$ cat src/serial_port_defs.svh
`ifndef SERIAL_PORT_DEFS_SVH
`define SERIAL_PORT_DEFS_SVH

// Register byte offsets on the AHB-Lite bus.
`define RX_DATA_OFFSET 8'h00
`define TX_DATA_OFFSET 8'h04
`define PORT_CONTROL_OFFSET 8'h08

// Field positions inside port_control_reg.
`define CTL_RX_EN 0
`define CTL_RX_READY 1
`define CTL_RX_OVERRUN 2
`define CTL_RX_SYNC_ERR 3
`define CTL_RX_IRQ_MODE 4
`define CTL_RX_FIG 6
`define CTL_RX_DLY 7
`define CTL_RX_WIDE 9
`define CTL_TX_EN 16
`define CTL_TX_READY 17
`define CTL_TX_EMPTY_N 18
`define CTL_TX_SYNC_ERR 19
`define CTL_TX_IRQ_MODE 20
`define CTL_TX_FIG 22
`define CTL_TX_DLY 23
`define CTL_TX_WIDE 25

// Bits of port_control_reg held as plain storage, and its reset value.
`define CTL_WRITE_MASK 32'h03F1_03F1
`define PORT_CONTROL_RESET 32'h0000_0000

// Interrupt mode codes.
`define IRQ_MODE_READY 2'h0
`define IRQ_MODE_SYNC_ERR 2'h3

// Element lengths in bits.
`define ELEM_SHORT_LEN 6'h08
`define ELEM_LONG_LEN 6'h20

// Pin synchroniser lanes.
`define PIN_RX_CLK 0
`define PIN_RX_FS 1
`define PIN_DIN 2
`define PIN_TX_CLK 3
`define PIN_TX_FS 4

`endif

$ cat src/serial_port_pkg.sv
package serial_port_pkg;

    typedef enum logic [1:0] {
        LANE_IDLE,
        LANE_SHIFT,
        LANE_HALT
    } lane_state_t;

    typedef struct packed {
        logic [4:0] pin_meta;
        logic [4:0] pin_sync;
        logic rx_clk_prev;
        logic tx_clk_prev;
        logic rx_fs_prev;
        logic tx_fs_prev;
        logic [31:0] ctrl;
        lane_state_t rx_state;
        logic [5:0] rx_cnt;
        logic [1:0] rx_start;
        logic [31:0] rx_shift_reg;
        logic [31:0] rx_buffer_reg;
        logic [31:0] rx_data_reg;
        logic rx_buf_full;
        logic rx_ready_flag;
        logic rx_overrun_flag;
        logic rx_sync_error_flag;
        lane_state_t tx_state;
        logic [5:0] tx_cnt;
        logic [1:0] tx_start;
        logic [31:0] tx_data_reg;
        logic [31:0] tx_shift_reg;
        logic tx_full;
        logic tx_ready_flag;
        logic tx_empty_n_flag;
        logic tx_sync_error_flag;
        logic tx_bit;
        logic tx_out;
        logic ahb_write;
        logic [7:0] ahb_addr;
        logic [31:0] hrdata;
    } port_state_t;

endpackage

$ cat src/serial_port_sync_error_logic.sv
// Function
// - Early frame sync by data delay is unexpected.
// - Frame ignore set skips unexpected syncs entirely.
// - Receive: discard shift, flag error, restart element.
// - Transmit: abort, flag error, resend same element.
// - Overrun when data, buffer, shift all full.
// - Shift-to-buffer move only after buffer drained.
// - No overrun before three received elements.
// - Data read or resets clear the overrun.
// - After overrun clear, wait for new sync.
// - First syncs and interpacket syncs are normal.
// - Sync data-delay clocks early is valid start.
// - Receive sync error sticky until reset or zero.
// - Receive interrupt mode 11b follows sync error.
// - Writing one sets receive sync error.
// - Second transmit write replaces unsent value.
// - Transmit interrupt mode 00b follows ready.
// - Transmit empty flag is active low.
// - Frame ignore packs short frames into words.
// - Transmit sync error sticky, mode 11b interrupts.
// - Underflow resends previous value each sync.
`timescale 1ns/100ps
`include "serial_port_defs.svh"

module serial_port_sync_error_logic (
    input wire logic MCLK,
    input wire logic RESET_N,
    input wire logic CE,
    input wire logic HSEL,
    input wire logic [31:0] HADDR,
    input wire logic [1:0] HTRANS,
    input wire logic HWRITE,
    input wire logic [2:0] HSIZE,
    input wire logic [31:0] HWDATA,
    input wire logic HREADY,
    output logic [31:0] HRDATA,
    output logic HREADYOUT,
    output logic HRESP,
    input wire logic RX_BIT_CLOCK,
    input wire logic RX_FRAME_SYNC,
    input wire logic SERIAL_IN,
    input wire logic TX_BIT_CLOCK,
    input wire logic TX_FRAME_SYNC,
    output logic SERIAL_OUT,
    output logic RX_IRQ,
    output logic TX_IRQ,
    output logic TX_DMA_EVENT
);

    serial_port_pkg::port_state_t r;
    serial_port_pkg::port_state_t next_r;

    function automatic logic [5:0] elem_len(input logic wide);
        return wide ? `ELEM_LONG_LEN : `ELEM_SHORT_LEN;
    endfunction

    // Bits still due after the current one when a sync arrives.
    function automatic logic early_sync(input logic [5:0] done, input logic wide,
                                        input logic [1:0] dly);
        logic [5:0] left;
        left = elem_len(wide) - done;
        return left >= {4'h0, dly};
    endfunction

    function automatic logic irq_select(input logic [1:0] mode, input logic ready,
                                        input logic sync_err);
        logic sel;
        sel = 1'b0;
        if (mode == `IRQ_MODE_READY) begin
            sel = ready;
        end else if (mode == `IRQ_MODE_SYNC_ERR) begin
            sel = sync_err;
        end
        return sel;
    endfunction

    logic rx_fall;
    logic tx_fall;
    logic tx_rise;
    logic rx_fs_pulse;
    logic tx_fs_pulse;
    logic rx_accept;
    logic rx_abort;
    logic tx_accept;
    logic tx_abort;
    logic rx_begin;
    logic tx_begin;
    logic [5:0] tx_index;
    logic ahb_take;

    always_comb begin
        next_r = r;
        rx_accept = 1'b0;
        rx_abort = 1'b0;
        tx_accept = 1'b0;
        tx_abort = 1'b0;
        rx_begin = 1'b0;
        tx_begin = 1'b0;
        tx_index = 6'h00;

        // Two-flop synchronisers on every pin, then edge detection on stage two.
        next_r.pin_meta = {TX_FRAME_SYNC, TX_BIT_CLOCK, SERIAL_IN, RX_FRAME_SYNC,
                           RX_BIT_CLOCK};
        next_r.pin_sync = r.pin_meta;
        next_r.rx_clk_prev = r.pin_sync[`PIN_RX_CLK];
        next_r.tx_clk_prev = r.pin_sync[`PIN_TX_CLK];
        rx_fall = r.rx_clk_prev && !r.pin_sync[`PIN_RX_CLK];
        tx_fall = r.tx_clk_prev && !r.pin_sync[`PIN_TX_CLK];
        tx_rise = !r.tx_clk_prev && r.pin_sync[`PIN_TX_CLK];
        rx_fs_pulse = rx_fall && r.pin_sync[`PIN_RX_FS] && !r.rx_fs_prev;
        tx_fs_pulse = tx_fall && r.pin_sync[`PIN_TX_FS] && !r.tx_fs_prev;

        // Bus address phase: capture it and serve the read data at once.
        ahb_take = HSEL && HTRANS[1] && HREADY;
        next_r.ahb_write = ahb_take && HWRITE;
        next_r.ahb_addr = HADDR[7:0];
        if (ahb_take && !HWRITE) begin
            case (HADDR[7:0])
                `RX_DATA_OFFSET: begin
                    next_r.hrdata = r.rx_data_reg;
                    next_r.rx_ready_flag = 1'b0;
                    if (r.rx_overrun_flag) begin
                        next_r.rx_overrun_flag = 1'b0;
                        next_r.rx_state = serial_port_pkg::LANE_HALT;
                        next_r.rx_start = 2'h0;
                    end
                end
                `TX_DATA_OFFSET: begin
                    next_r.hrdata = r.tx_data_reg;
                end
                `PORT_CONTROL_OFFSET: begin
                    next_r.hrdata = r.ctrl;
                    next_r.hrdata[`CTL_RX_READY] = r.rx_ready_flag;
                    next_r.hrdata[`CTL_RX_OVERRUN] = r.rx_overrun_flag;
                    next_r.hrdata[`CTL_RX_SYNC_ERR] = r.rx_sync_error_flag;
                    next_r.hrdata[`CTL_TX_READY] = r.tx_ready_flag;
                    next_r.hrdata[`CTL_TX_EMPTY_N] = r.tx_empty_n_flag;
                    next_r.hrdata[`CTL_TX_SYNC_ERR] = r.tx_sync_error_flag;
                end
                default: begin
                    next_r.hrdata = 32'h0000_0000;
                end
            endcase
        end

        // Bus data phase of a write.
        if (r.ahb_write) begin
            case (r.ahb_addr)
                `TX_DATA_OFFSET: begin
                    next_r.tx_data_reg = HWDATA;
                    next_r.tx_full = 1'b1;
                    next_r.tx_ready_flag = 1'b0;
                end
                `PORT_CONTROL_OFFSET: begin
                    next_r.ctrl = HWDATA & `CTL_WRITE_MASK;
                    next_r.rx_sync_error_flag = HWDATA[`CTL_RX_SYNC_ERR];
                    next_r.tx_sync_error_flag = HWDATA[`CTL_TX_SYNC_ERR];
                end
                default: begin
                end
            endcase
        end

        // Buffer to data register copy whenever the data register is free.
        // A read frees the data register one cycle before the buffer refills it.
        if (next_r.rx_buf_full && !r.rx_ready_flag && !next_r.rx_ready_flag) begin
            next_r.rx_data_reg = next_r.rx_buffer_reg;
            next_r.rx_buf_full = 1'b0;
            next_r.rx_ready_flag = 1'b1;
        end

        // Receive section, acting on falling edges of its bit clock.
        if (rx_fall) begin
            next_r.rx_fs_prev = r.pin_sync[`PIN_RX_FS];
            if (rx_fs_pulse) begin
                case (r.rx_state)
                    serial_port_pkg::LANE_SHIFT: begin
                        if (!early_sync(r.rx_cnt + 6'h01, r.ctrl[`CTL_RX_WIDE],
                                        r.ctrl[`CTL_RX_DLY +: 2])) begin
                            rx_accept = 1'b1;
                        end else if (!r.ctrl[`CTL_RX_FIG]) begin
                            rx_accept = 1'b1;
                            rx_abort = 1'b1;
                        end
                    end
                    default: begin
                        rx_accept = 1'b1;
                    end
                endcase
            end
            if (rx_abort) begin
                next_r.rx_sync_error_flag = 1'b1;
                next_r.rx_state = serial_port_pkg::LANE_IDLE;
            end
            if (rx_accept && r.ctrl[`CTL_RX_DLY +: 2] == 2'h0) begin
                rx_begin = 1'b1;
                next_r.rx_start = 2'h0;
            end else if (rx_accept) begin
                next_r.rx_start = r.ctrl[`CTL_RX_DLY +: 2];
            end else if (r.rx_start != 2'h0) begin
                rx_begin = r.rx_start == 2'h1;
                next_r.rx_start = r.rx_start - 2'h1;
            end
            if (rx_begin) begin
                next_r.rx_shift_reg = {31'h0000_0000, r.pin_sync[`PIN_DIN]};
                next_r.rx_cnt = 6'h01;
                next_r.rx_state = serial_port_pkg::LANE_SHIFT;
            end else if (next_r.rx_state == serial_port_pkg::LANE_SHIFT) begin
                next_r.rx_shift_reg = {r.rx_shift_reg[30:0], r.pin_sync[`PIN_DIN]};
                next_r.rx_cnt = r.rx_cnt + 6'h01;
            end
            if (next_r.rx_state == serial_port_pkg::LANE_SHIFT &&
                next_r.rx_cnt == elem_len(r.ctrl[`CTL_RX_WIDE])) begin
                next_r.rx_state = serial_port_pkg::LANE_IDLE;
                if (!next_r.rx_buf_full) begin
                    next_r.rx_buffer_reg = next_r.rx_shift_reg;
                    next_r.rx_buf_full = 1'b1;
                end else if (next_r.rx_ready_flag) begin
                    next_r.rx_overrun_flag = 1'b1;
                end
            end
        end

        // Transmit section: decisions on falling edges, pin update on rising edges.
        if (tx_fall) begin
            next_r.tx_fs_prev = r.pin_sync[`PIN_TX_FS];
            if (tx_fs_pulse) begin
                case (r.tx_state)
                    serial_port_pkg::LANE_SHIFT: begin
                        if (!early_sync(r.tx_cnt + 6'h01, r.ctrl[`CTL_TX_WIDE],
                                        r.ctrl[`CTL_TX_DLY +: 2])) begin
                            tx_accept = 1'b1;
                        end else if (!r.ctrl[`CTL_TX_FIG]) begin
                            tx_accept = 1'b1;
                            tx_abort = 1'b1;
                        end
                    end
                    default: begin
                        tx_accept = 1'b1;
                    end
                endcase
            end
            if (tx_abort) begin
                next_r.tx_sync_error_flag = 1'b1;
                next_r.tx_state = serial_port_pkg::LANE_IDLE;
            end else if (tx_accept && next_r.tx_full) begin
                next_r.tx_shift_reg = next_r.tx_data_reg;
                next_r.tx_full = 1'b0;
                next_r.tx_ready_flag = 1'b1;
                next_r.tx_empty_n_flag = 1'b1;
            end
            if (tx_accept && r.ctrl[`CTL_TX_DLY +: 2] == 2'h0) begin
                tx_begin = 1'b1;
                next_r.tx_start = 2'h0;
            end else if (tx_accept) begin
                next_r.tx_start = r.ctrl[`CTL_TX_DLY +: 2];
            end else if (r.tx_start != 2'h0) begin
                tx_begin = r.tx_start == 2'h1;
                next_r.tx_start = r.tx_start - 2'h1;
            end
            if (tx_begin) begin
                tx_index = elem_len(r.ctrl[`CTL_TX_WIDE]) - 6'h01;
                next_r.tx_bit = next_r.tx_shift_reg[tx_index[4:0]];
                next_r.tx_cnt = 6'h01;
                next_r.tx_state = serial_port_pkg::LANE_SHIFT;
            end else if (next_r.tx_state == serial_port_pkg::LANE_SHIFT) begin
                if (r.tx_cnt == elem_len(r.ctrl[`CTL_TX_WIDE])) begin
                    next_r.tx_state = serial_port_pkg::LANE_IDLE;
                    next_r.tx_bit = 1'b0;
                    if (!next_r.tx_full) begin
                        next_r.tx_empty_n_flag = 1'b0;
                    end
                end else begin
                    tx_index = elem_len(r.ctrl[`CTL_TX_WIDE]) - 6'h01 - r.tx_cnt;
                    next_r.tx_bit = r.tx_shift_reg[tx_index[4:0]];
                    next_r.tx_cnt = r.tx_cnt + 6'h01;
                end
            end
        end
        if (tx_rise) begin
            next_r.tx_out = r.tx_bit;
        end

        // Section resets hold each half idle with its flags cleared, except transmit ready, which is held set.
        if (!next_r.ctrl[`CTL_RX_EN]) begin
            next_r.rx_state = serial_port_pkg::LANE_IDLE;
            next_r.rx_start = 2'h0;
            next_r.rx_cnt = 6'h00;
            next_r.rx_buf_full = 1'b0;
            next_r.rx_ready_flag = 1'b0;
            next_r.rx_overrun_flag = 1'b0;
            next_r.rx_sync_error_flag = 1'b0;
        end
        if (!next_r.ctrl[`CTL_TX_EN]) begin
            next_r.tx_state = serial_port_pkg::LANE_IDLE;
            next_r.tx_start = 2'h0;
            next_r.tx_cnt = 6'h00;
            next_r.tx_shift_reg = 32'h0000_0000;
            next_r.tx_full = 1'b0;
            next_r.tx_ready_flag = 1'b1;
            next_r.tx_empty_n_flag = 1'b0;
            next_r.tx_sync_error_flag = 1'b0;
            next_r.tx_bit = 1'b0;
            next_r.tx_out = 1'b0;
        end
    end

    always_ff @(posedge MCLK or negedge RESET_N) begin
        if (!RESET_N) begin
            r <= '0;
            r.ctrl <= `PORT_CONTROL_RESET;
        end else if (CE) begin
            r <= next_r;
        end
    end

    assign HRDATA = r.hrdata;
    assign HREADYOUT = 1'b1;
    assign HRESP = 1'b0;
    assign SERIAL_OUT = r.tx_out;
    assign RX_IRQ = irq_select(r.ctrl[`CTL_RX_IRQ_MODE +: 2], r.rx_ready_flag,
                               r.rx_sync_error_flag);
    assign TX_IRQ = irq_select(r.ctrl[`CTL_TX_IRQ_MODE +: 2], r.tx_ready_flag,
                               r.tx_sync_error_flag);
    assign TX_DMA_EVENT = r.tx_ready_flag && r.ctrl[`CTL_TX_EN];

endmodule // serial_port_sync_error_logic

$ cat config.mk
export PLATFORM = sky130hd
export DESIGN_NAME = serial_port_sync_error_logic
export DESIGN_NICKNAME = d
export VERILOG_FILES = /design/src/serial_port_pkg.sv /design/src/serial_port_sync_error_logic.sv
export VERILOG_INCLUDE_DIRS = /design/src
export SDC_FILE = /design/constraint.sdc
export NUM_CORES = 1
export LEC_CHECK = 0
export ABC_CLOCK_PERIOD_IN_PS = 10680
export BUFFER_PORTS_ARGS = -buffer_cell sky130_fd_sc_hd__buf_4
export CAP_MARGIN = 20
export CORE_MARGIN = 1.5
export CORE_UTILIZATION = 40
export DETAILED_ROUTE_END_ITERATION = 10
export PLACE_DENSITY = 0.66
export SYNTH_ARGS = -nofsm -noshare
export SYNTH_HDL_FRONTEND = slang
export SYNTH_SLANG_ARGS = --single-unit
$ cat constraint.sdc
create_clock -name MCLK -period 10.68 [get_ports MCLK]
set_input_delay 1.068 -clock MCLK [delete_from_list [all_inputs] [get_ports MCLK]]
set_output_delay 1.068 -clock MCLK [all_outputs]
set_load 0.005 [all_outputs]
* After elaboration in Yosys (flattened, before gate mapping)
Cells that the tools add are included.
Operators by class: mux-type cells 106, equal/unequal tests 21, bitwise gates (word level) 1, magnitude comparators 4, add/sub/neg operators 8, reduce and logical (&&, ||, !) cells 45
Operators with widths (number):
- two-way mux 32 bit | 6
- two-way mux 35 bit | 3
- case mux 32 bit (3 select lines) | 1
- two-way mux 74 bit | 1
- two-way mux 2 bit | 26
- two-way mux 1 bit | 51
- two-way mux 38 bit | 1
- two-way mux 37 bit | 1
- two-way mux 6 bit | 6
- two-way mux 17 bit | 2
- two-way mux 10 bit | 3
- logical AND 1 bit | 18
- == test 8 x 3 -> 1 bit, second input constant | 2
- == test 8 x 4 -> 1 bit, second input constant | 2
- two-way mux 8 bit | 2
- == test 2 x 1 -> 1 bit, second input constant | 7
- AND reduction 2 bit | 7
- adder 6 x 1 -> 6 bit, second input constant | 2
- == test 6 bit | 2
- >= comparator 6 x 2 -> 1 bit | 2
- < comparator 5 x 6 -> 1 bit, second input constant | 2
- subtractor 6 bit | 2
- binary-select mux 1 bit (select 5 bit) | 2
- AND reduction 3 bit | 3
- 15 further kinds | 31
Storage, ports and cells: flip-flop bits (word level) 259, output and inout port bits 38, logic and storage cells 217, bits of input ports 80

* Depth between registers and ports, before layout
Gate-level depths: netlist (run 1).
word-level depth 18, depth in mapped cells 15, mapped depth without buffers 12

* Worst setup path after synthesis (run 1)
Ideal clock, no wire load.
path type register to register, start point register r[113] (netlist bit), end point register r[115] (netlist bit), path buffers 3, arrival 3.681 ns, data required time 10.562 ns, cell stages (with the launch flop) 15, clock period less this slack 3.799 ns, setup time 0.118 ns, setup slack 6.881 ns, cell sequence dfrtp_1 buf_1 nand3_1 xnor2_1 ha_1 or4bb_1 o311ai_0 o211ai_1 a31o_2 clkbuf_1 mux2_2 a21oi_1 buf_2 nor4_1 a21o_1
On the way: cells in the longest elaborated chain, start to end 13, elaborated cells between the ends (all ways) 27, classes of those cells add/sub: 2; order compare: 1; eq/ne: 4; mux: 18; reduce/logical: 2
RTL lines:
- start: declaration | RTL line serial_port_sync_error_logic.sv:50 | serial_port_pkg::port_state_t r;
- start signal: assignment | RTL line serial_port_sync_error_logic.sv:313 | r <= next_r;
- branches (longest 13 deep; another with adder 6 x 1 -> 6 bit)
Parallel ways; which one is timed is not known. The select of a mux whose other input is x is not followed. A chain may end at the register's enable or synchronous reset.

* Worst setup path in the final report (run 1)
start point register r[114] (netlist bit), end point register r[74] (netlist bit)
On the way: cells in the longest elaborated chain, start to end 13, elaborated cells between the ends (all ways) 17, classes of those cells add/sub: 2; order compare: 1; mux: 13; reduce/logical: 1
RTL lines:
- adder 6 x 1 -> 6 bit (*) | RTL line serial_port_sync_error_logic.sv:230 | if (!early_sync(r.tx_cnt + 6'h01, r.ctrl[`CTL_TX_WIDE],
- subtractor 6 bit (*) | RTL line serial_port_sync_error_logic.sv:61 | left = elem_len(wide) - done;
- >= comparator 6 x 2 -> 1 bit (*) | RTL line serial_port_sync_error_logic.sv:62 | return left >= {4'h0, dly};
- two-way mux 1 bit | RTL line serial_port_sync_error_logic.sv:230
- two-way mux 1 bit | RTL line serial_port_sync_error_logic.sv:228 | case (r.tx_state)
- two-way mux 1 bit | RTL line serial_port_sync_error_logic.sv:227 | if (tx_fs_pulse) begin
- two-way mux 1 bit | RTL line serial_port_sync_error_logic.sv:225 | if (tx_fall) begin
- logical AND 1 bit | RTL line serial_port_sync_error_logic.sv:246 | end else if (tx_accept && next_r.tx_full) begin
- two-way mux 35 bit | RTL line serial_port_sync_error_logic.sv:246
- two-way mux 35 bit (*) | RTL line serial_port_sync_error_logic.sv:243 | if (tx_abort) begin
- two-way mux 35 bit (*) | RTL line serial_port_sync_error_logic.sv:225
- two-way mux 37 bit (*) | RTL line serial_port_sync_error_logic.sv:225
- two-way mux 38 bit (*) | RTL line serial_port_sync_error_logic.sv:294 | if (!next_r.ctrl[`CTL_TX_EN]) begin
Every way passes the cells marked *; elsewhere a longest branch is shown, timed or not. The select of a mux whose other input is x is not followed.

==> out/metrics.csv, run 1 <==
stage,metric,value,unit
cts,cts_buffers,28,
sta,final_max_slew_viol_count,0,
placed_design,gp_congestion,0.830,
sta,finalSetupViolCount,0,
cts,ctsHtreeMaxLevel,1,
setup_path,cp_cell_sequence,nand3_1 > xnor2_1 > ha_1 > or4bb_1 > o311ai_0 > o211ai_1 > a221oi_1 > nand3_1 > o21ai_0,
setup_path,crit_family,compound AO/OA/AOI/OAI gates,
detailed_routing,met3WireLength,1.45,mm
cts,ctsResizeCount,0,
setup_path,timing.critical_path.from,r[114],
cts,cts_hold_buf,0,
pwr,peakVddDrop,0.0000976,V
final_layout,final_cells,1595,
die,fp-row-count,65,
synth,synth_cells,1141,
die,core,31600,sq um
cts,clk_latency,0.54,ns
placed_design,place_hpwl,20.5,mm
die,fp.dieW,182,microns
sta,skew,0.0158,ns
setup_path,arrival,5.21,ns
die,dieArea,33200,sq um
final_layout,drive_gt1_share,24.6,%
pwr,power.density,158,nW/um^2
detailed_routing,num_vias,8696,
final_layout,fin_util,46.1,%
final_layout,areaGrowthSynthToFinish,13.3,%
setup_path,critPathBufInv,0,
detailed_routing,top_layer,met4,
final_layout,fillers,2907,
placed_design,dpl.cell_count,1546,
sta,timing.final.crit_share,44.9,%
global_route,grt-ovfl-total,0,
sta,period_minus_slack,4.79,ns
detailed_routing,ant_nets,0,
die,pin_count,118,
detailed_routing,wl,30.0,mm
setup_path,worstPathMaxFanout,30,
final_layout,layout_commonest_cell,dfrtp_1,
setup_path,critPathKind,register to register,
setup_path,cp.required,11.10,ns
cts,cts_tree,yes,
sta,hold_viol,0,
setup_path,crit_cells,9,
setup_path,ff2ff_path_depth,9,
detailed_routing,dr.first_iter.drc_count,573,
setup_path,worst_path_largest_cell_delay,1.00,ns
cts,cts.clk_slew.worst_paths,0.06,ns
detailed_routing,met1_length,13.8,mm
setup_path,r2r_setup_slack,5.89,ns
global_route,antenna_found_initial,0,
setup_path,r2r-start,r[114],
setup_path,crit_end,r[74],
sta,whs,0.473,ns
cts,clock-root-buffer,clkbuf_16,
hold_path,hold_class,register to register,
setup_path,critPathCaptureType,register,
synth,synth_warnings,0,
sta,rsz0062_at_grt,false,
sta,slew_headroom,30.4,%
pwr,leakagePower,7.23,nW
final_layout,mostFrequentLayoutCells,"259 x dfrtp_1, 108 x nand2_1, 102 x mux2i_1, 102 x buf_4, 99 x mux2_2",
synth,synth_cell_type_count,74,
synth,synth.top_cell.area_share,50.5,%
synth,synth_top_cell_by_area,dfrtp_1,
setup_path,r2r_end,r[74],
synth,synthArstFlopShare,100,%
die,initial_core_util,40.7,%
cts,cts_sinks,259,
sta,fmax,209,MHz
detailed_routing,wl_per_cell,18.8,microns
cts,cts_setup_buffers,0,
setup_path,start_kind,register,
detailed_routing,drc,0,
sta,tightest_slew,1.04,ns
cts,cts_buffer_depth,3,
die,die_h,182,microns
synth,syn_area,12800,sq um
run_status,status,completed,
synth,synth_edf_count,0,
synth,synth_area_leaders,"dfrtp_1 50%, mux2_2 8.7%, mux2i_1 8.0%",
global_route,grt_max_degree,108,
global_route,grt_pass1_vias,8791,
detailed_routing,firstDrtPassIters,5,
global_route,grt_pass1_wl,48.9,mm
synth,ys.flop_type,dfrtp_1,
setup_path,cp_slowest_cell,nand3_1,
job,max_cap_viol_count,0,
synth,synth_nets,1234,
final_layout,antenna_cells,0,
detailed_routing,via_per_inst,5.45,
sta,tns,0,ns
synth,ys_seq_elements,259,
placed_design,port_buffers,87,
final_layout,fin_nets,1268,
detailed_routing,wl_met2,14.1,mm
global_route,track_usage,18.5,%
synth,syn_area_per_cell,11.2,sq um
synth,synth_seq_area_share,50.5,%
setup_path,path_common_cell,nand3_1,
-- how the worst min path moves through the flow --
stage	from	endpoint	slack [ns]	cells after the start
3_5_place_dp	r[72]	r[72]	0.47	2
5_1_grt	r[72]	r[72]	0.50	2
4_1_cts	r[72]	r[72]	0.48	2
2_1_floorplan	r[263]	r[263]	0.44	2
3_3_place_gp	r[72]	r[72]	0.46	2
6_report	r[72]	r[72]	0.47	2
-- sequential cells by signal (all words and copies together) (netlist names) --
register    cells
r             219
SERIAL_OUT      1
next_r          7
HRDATA         32
-- Yosys cell counts (3+ instances only) --
| cell type | number |
|---|---|
| a31o_2 | 3 |
| nand3b_1 | 3 |
| nand4_1 | 5 |
| nand3_1 | 17 |
| buf_1 | 5 |
| or3_1 | 3 |
| o21ai_0 | 90 |
| inv_1 | 24 |
| o31ai_1 | 7 |
| xnor2_1 | 11 |
| a22o_1 | 34 |
| and3_1 | 6 |
| mux2_4 | 28 |
| o21a_1 | 3 |
| mux2i_1 | 102 |
| buf_2 | 4 |
| nand2b_1 | 9 |
| dfrtp_1 | 259 |
| nor2b_1 | 9 |
| clkbuf_1 | 53 |
| and2_1 | 4 |
| buf_6 | 3 |
| a221o_1 | 4 |
| a31oi_1 | 6 |
| nor2_1 | 78 |
| nor3b_1 | 3 |
| nand2_1 | 109 |
| ha_1 | 13 |
| mux2_1 | 6 |
| buf_4 | 35 |
| nor3_1 | 5 |
| mux2_2 | 99 |
| o211ai_1 | 3 |
| mux4_2 | 8 |
| nor4_1 | 4 |
| a21oi_1 | 39 |
-- layout make-up --
type / instances / area [sq um] / area share, %
tap: 402 / 503 / 3.46
timing repair buffer: 104 / 808 / 5.56
multi-input combinational: 758 / 5740 / 39.4
sequential: 259 / 6480 / 44.6
clock buffer: 43 / 868 / 5.97
clock inverter: 5 / 52.6 / 0.361
inverter: 24 / 90.1 / 0.620
-- through the flow --
stage	cell area [sq um]	power (mW)	worst slack (ns)
3_3_place_gp	13600	1.34	5.64
5_1_grt	14500	2.40	5.38
2_1_floorplan	12800	1.25	6.88
3_5_place_dp	13600	1.35	5.60
6_report	14500	2.30	5.89
4_1_cts	14500	2.31	5.81
-- worst reg2reg max path, cell delays in order, from the launching register on --
cell,delay [ns]
dfrtp_1,0.72
nand3_1,0.17
xnor2_1,0.24
ha_1,0.32
or4bb_1,0.50
o311ai_0,0.11
o211ai_1,0.28
a221oi_1,0.86
nand3_1,1.00
o21ai_0,0.48
-- layer usage --
layer	track usage, %	vias to the layer above
met5	0	-
met3	3.39	42
li1	-	4095
met2	29.7	158
met4	4.60	0
met1	25.9	4401
-- cell families (layout without fill, tap and decap cells) --
| group | count (synthesis) | after routing | share of synthesized area, % |
|---|---|---|---|
| other | 2 | 2 | 0.0585 |
| buffers and inverters | 124 | 176 | 4.86 |
| flip-flops | 259 | 259 | 50.5 |
| AO/OA/AOI/OAI | 218 | 218 | 10.9 |
| adder cells (fa/ha/maj) | 13 | 13 | 1.27 |
| AND/OR/NAND/NOR | 269 | 269 | 9.69 |
| XOR/XNOR | 13 | 13 | 0.887 |
| multiplexers | 243 | 243 | 21.8 |
-- power breakdown --
part | total [mW] | internal, mW | switching, mW
clock | 0.965 | 0.578 | 0.387
combinational | 0.282 | 0.117 | 0.164
sequential | 1.05 | 1.01 | 0.0364
total | 2.30 | 1.71 | 0.588
Note: power is estimated with default switching activity, not from simulation.
==> run 2, diff against run 1 <==
Settings changed: ABC_CLOCK_PERIOD_IN_PS 10680 to 4700.
Clock period 10.68 ns to 4.7 ns, I/O delays scaled along.
==> run 2 against run 1 <==
  * Fmax is 10% higher
  * First-iteration DRC count up 11%
  * Core utilization rose by 0.15 points
  * Critical path type unchanged
==> out/metrics.csv, run 2 (same netlist as run 1, synthesis figures left out) <==
stage,metric,value,unit
final_layout,areaGrowthSynthToFinish,13.6,%
die,die_h,182,microns
placed_design,gp_congestion,0.850,
sta,fmax,230,MHz
cts,clock-root-buffer,clkbuf_16,
final_layout,final-seq-area,6480,sq um
die,fp.dieW,182,microns
setup_path,arrival,4.76,ns
pwr,peakVddDrop,0.000203,V
placed_design,place_hpwl,20.1,mm
die,core,31600,sq um
cts,cts_buffer_depth,3,
final_layout,largest_reg_flops,219,
detailed_routing,wl_per_cell,18.3,microns
pwr,leakagePower,7.26,nW
global_route,track_usage,18.0,%
final_layout,fin_nets,1273,
detailed_routing,dr.first_iter.drc_count,637,
final_layout,drive_gt1_share,25.0,%
final_layout,mostFrequentLayoutCells,"259 x dfrtp_1, 108 x nand2_1, 108 x buf_4",
sta,skew,0.0102,ns
setup_path,critPathKind,register to register,
detailed_routing,wl,29.3,mm
final_layout,antenna_cells,0,
global_route,antenna_found_initial,0,
detailed_routing,via_per_inst,5.45,
sta,slew_headroom,32.7,%
cts,cts_sinks,259,
pwr,total_power,5.25,mW
pwr,power.density,360,nW/um^2
cts,ctsResizeCount,0,
cts,cts_buffers,27,
setup_path,r2r_setup_slack,0.35,ns
setup_path,r2r-start,r[225],
cts,cts_hold_buf,0,
sta,period_minus_slack,4.35,ns
setup_path,cp.required,5.11,ns
global_route,grt-ovfl-total,0,
job,max_cap_viol_count,0,
detailed_routing,ant_nets,0,
setup_path,r2r_end,r[187],
die,fp-row-count,65,
cts,ctsHtreeMaxLevel,1,
cts,cts_setup_buffers,0,
final_layout,fin_area,14600,sq um
final_layout,layout_commonest_cell,dfrtp_1,
final_layout,top_register,r,
sta,tightest_slew,1.01,ns
final_layout,fillers,2859,
run_status,status,completed,
global_route,grt_max_degree,127,
sta,hold_viol,0,
detailed_routing,drc,0,
die,initial_core_util,40.7,%
global_route,grt_pass1_wl,48.0,mm
setup_path,ff2ff_path_depth,11,
die,pin_count,118,
setup_path,worstPathMaxFanout,39,
detailed_routing,firstDrtPassIters,4,
cts,cts.clk_slew.worst_paths,0.07,ns
detailed_routing,num_vias,8718,
hold_path,hold_class,input pin to asynchronous set/reset pin,
sta,rsz0062_at_grt,false,
die,dieArea,33200,sq um
cts,clk_latency,0.53,ns
final_layout,final_cells,1601,
setup_path,start_kind,register,
sta,finalSetupViolCount,0,
sta,timing.final.crit_share,92.5,%
final_layout,multi_input_area,5740,sq um
sta,final_max_slew_viol_count,0,
cts,cts_tree,yes,
global_route,grt_pass1_vias,8738,
placed_design,dpl.cell_count,1553,
placed_design,dpl_cell_area,13700,sq um
setup_path,critPathCaptureType,register,
setup_path,timing.critical_path.from,r[225],
sta,tns,0,ns
placed_design,port_buffers,87,
==> run 2: cell count changes in the layout (fill, tap and decap cells not counted), moves of 2 or more <==
| cell | previous run | this run |
|---|---|---|
| inv_6 | 0 | 2 |
| bufinv_16 | 1 | 3 |
| clkbuf_16 | 29 | 27 |
| buf_4 | 102 | 108 |
==> run 2: critical path, cell delays in order (launching register included) <==
cell and delay, ns:
dfrtp_1 0.49, and3_1 0.24, xnor2_1 0.14, ha_1 0.36, a31oi_1 0.12, a211o_1 0.26
a221oi_2 0.34, o21bai_1 0.21, mux2_4 0.51, nor3_4 0.31, nand4_4 0.64, mux2_1 0.56
==> run 2: final cells by class <==
class	count	share of cell area, %
sequential	259	44.4
multi-input combinational	758	39.3
timing repair buffer	110	5.80
clock buffer	40	5.52
tap	402	3.45
clock inverter	8	0.858
inverter	24	0.618
==> run 2: worst max-delay path by stage <==
| stage | endpoint | slack, ns | cells past startpoint |
|---|---|---|---|
| after floorplan | r[115] | 0.90 | 14 |
| after global placement | r[187] | 0.47 | 12 |
| after detailed placement | r[187] | 0.39 | 11 |
| after CTS | r[187] | 0.38 | 11 |
| after global routing | r[187] | 0.10 | 12 |
| final | r[187] | 0.35 | 11 |
==> run 2: stage by stage <==
step	setup WS (ns)	hold slack (ns)	util (%)
after floorplan	0.901	0.174	-
after global placement	0.473	0.455	43.3
after detailed placement	0.386	0.460	43.3
after CTS	0.382	0.0815	46.2
after global routing	0.100	0.112	46.2
final	0.354	0.0237	46.2
==> run 2: power breakdown <==
part | switching, mW | total [mW] | internal (mW)
Clock | 0.886 | 2.23 | 1.35
Combinational | 0.360 | 0.632 | 0.272
Sequential | 0.0894 | 2.39 | 2.30
==> run 2: per-layer routing <==
| metal | up-vias | track usage [%] | routed length (microns) |
|---|---|---|---|
| met2 | 167 | 29.1 | 13700 |
| met1 | 4413 | 25.3 | 13600 |
| met5 | - | 0 | 0 |
| li1 | 4108 | - | - |
| met4 | 0 | 4.33 | 493 |
| met3 | 30 | 3.15 | 1460 |
==> run 3, diff against run 2 <==
Settings changed: RECOVER_POWER set to 100.
==> run 3 against run 2 <==
  * The flow now finishes with violations (capacitance limit, slew limit)
  * Count of clock-buffer cells in the layout is the same
  * Hold slack improved by 0.15 ns
  * First-iteration DRC count decreased by 3.3%
  * Clock skew shrank 0.00051 ns
  * Global-route usage unchanged
  * Sequential power about the same
  * Fmax is 1.8% higher
  * Via count rose by 0.14%
  * Clock power about the same
  * Critical endpoint is now r[218]
  * Highest routed layer unchanged
==> out/metrics.csv, run 3 (same netlist as run 1, synthesis figures left out) <==
stage,metric,value,unit
run_status,status,finished with violations,
run_status,violations,"capacitance limit, slew limit",
setup_path,arrival,4.69,ns
sta,fmax,234,MHz
sta,whs,0.175,ns
placed_design,dpl.cell_count,1553,
detailed_routing,ant_nets,0,
detailed_routing,via_per_inst,5.45,
setup_path,critPathBufInv,1,
die,fp-row-count,65,
final_layout,areaGrowthSynthToFinish,12.0,%
global_route,grtUsageMet1,25.3,%
pwr,total_power,5.24,mW
global_route,grtUsageMet3,3.15,%
detailed_routing,wl_per_cell,18.3,microns
final_layout,antenna_cells,0,
cts,cts_buffer_depth,3,
global_route,grt_max_degree,127,
setup_path,start_kind,register,
setup_path,worst_path_largest_cell_delay,0.53,ns
die,initial_core_util,40.7,%
sta,finalSetupViolCount,0,
sta,slew_headroom,-110,%
die,die_h,182,microns
sta,final_max_slew_viol_count,238,
cts,cts_setup_buffers,0,
die,pin_count,118,
job,max_cap_viol_count,4,
setup_path,cp_cell_sequence,and3_1 > xnor2_1 > ha_1 > a31oi_1 > a211o_1 > a221oi_2 > o21bai_1 > mux2_4 > nand2b_1 > nand3_1 > clkbuf_2 > a22o_1,
global_route,antenna_found_initial,0,
cts,ctsHtreeMaxLevel,1,
sta,timing.final.crit_share,90.9,%
final_layout,fin_util,45.6,%
placed_design,place_ws,0.386,ns
sta,skew,0.00967,ns
cts,ctsResizeCount,0,
pwr,power.density,365,nW/um^2
pwr,leakagePower,7.09,nW
detailed_routing,num_vias,8730,
detailed_routing,firstDrtPassIters,4,
placed_design,gp_congestion,0.850,
setup_path,worstPathMaxFanout,39,
global_route,grt_pass1_wl,48.0,mm
global_route,grt_pass1_vias,8738,
cts,cts_tree,yes,
die,core,31600,sq um
global_route,grtUsageMet2,29.1,%
final_layout,fin_area,14400,sq um
cts,clock-root-buffer,clkbuf_16,
placed_design,dpl_cell_area,13700,sq um
setup_path,cp_slowest_cell,mux2_4,
cts,clk_latency,0.53,ns
cts,cts_sinks,259,
sta,tightest_slew,3.15,ns
final_layout,layout_commonest_cell,dfrtp_1,
detailed_routing,dr.first_iter.drc_count,616,
final_layout,fin_nets,1273,
setup_path,critPathCaptureType,register,
setup_path,crit_family,compound AO/OA/AOI/OAI gates,
pwr,peakVddDrop,0.000204,V
final_layout,mostFrequentLayoutCells,"259 x dfrtp_1, 108 x nand2_1, 102 x mux2i_1",
detailed_routing,wl,29.3,mm
global_route,busiest_layer,met2,
global_route,grt-ovfl-total,0,
global_route,track_usage,18.0,%
sta,rsz0062_at_grt,false,
final_layout,final_cells,1601,
die,dieArea,33200,sq um
setup_path,critPathKind,register to register,
cts,cts.clk_slew.worst_paths,0.07,ns
placed_design,port_buffers,87,
sta,period_minus_slack,4.27,ns
setup_path,cp.required,5.12,ns
detailed_routing,drc,0,
final_layout,top_register,r,
sta,tns,0,ns
placed_design,place_hpwl,20.1,mm
final_layout,largest_reg_flops,219,
sta,setup_ws,0.429,ns
cts,cts_buffers,27,
cts,cts_hold_buf,0,
sta,hold_viol,0,
die,fp.dieW,182,microns
hold_path,hold_class,input pin to register,
final_layout,drive_gt1_share,21.0,%
-- run 3: worst paths after layout --
| kind | from | end | slack [ns] | cells after the start |
|---|---|---|---|---|
| min in group asynchronous | RESET_N | next_r[267] | 0.94 | 1 |
| max | r[225] | r[218] | 0.43 | 12 |
| min | RX_FRAME_SYNC | next_r[268] | 0.17 | 2 |
| max in group asynchronous | RESET_N | r[103] | 0.98 | 2 |
| max reg2reg | r[225] | r[218] | 0.43 | 12 |
| min reg2reg | r[69] | r[69] | 0.48 | 2 |
-- run 3: where the power goes --
part,total (mW),leakage (nW),internal (mW),switching (mW)
logic,0.624,3.09,0.264,0.360
registers,2.39,3.55,2.30,0.0890
clock network,2.23,0.456,1.35,0.885
total,5.24,7.09,3.91,1.33
-- run 3: worst reg2reg max path, stage by stage (launching register included) --
cell and delay, ns:
dfrtp_1 0.48, and3_1 0.24, xnor2_1 0.14, ha_1 0.36, a31oi_1 0.12, a211o_1 0.26
a221oi_2 0.34, o21bai_1 0.21, mux2_4 0.53, nand2b_1 0.22, nand3_1 0.45, clkbuf_2 0.48
a22o_1 0.32
-- run 3: final cells by class --
| class | instances | area [sq um] |
|---|---|---|
| fillers | 2898 | 17200 |
| clock buffers | 40 | 805 |
| flip-flops and latches | 259 | 6480 |
| well taps | 402 | 503 |
| repair buffers | 110 | 749 |
| clock inverters | 8 | 125 |
| inverters | 24 | 90.1 |
| multi-input cells | 758 | 5630 |
-- run 3: per-layer routing --
| layer | part of all wire (%) | up-vias | routed length [microns] |
|---|---|---|---|
| met5 | 0 | - | 0 |
| met4 | 1.7 | 0 | 492 |
| met3 | 4.6 | 30 | 1340 |
| met2 | 47 | 181 | 13700 |
| met1 | 47 | 4413 | 13800 |
| li1 | - | 4106 | - |
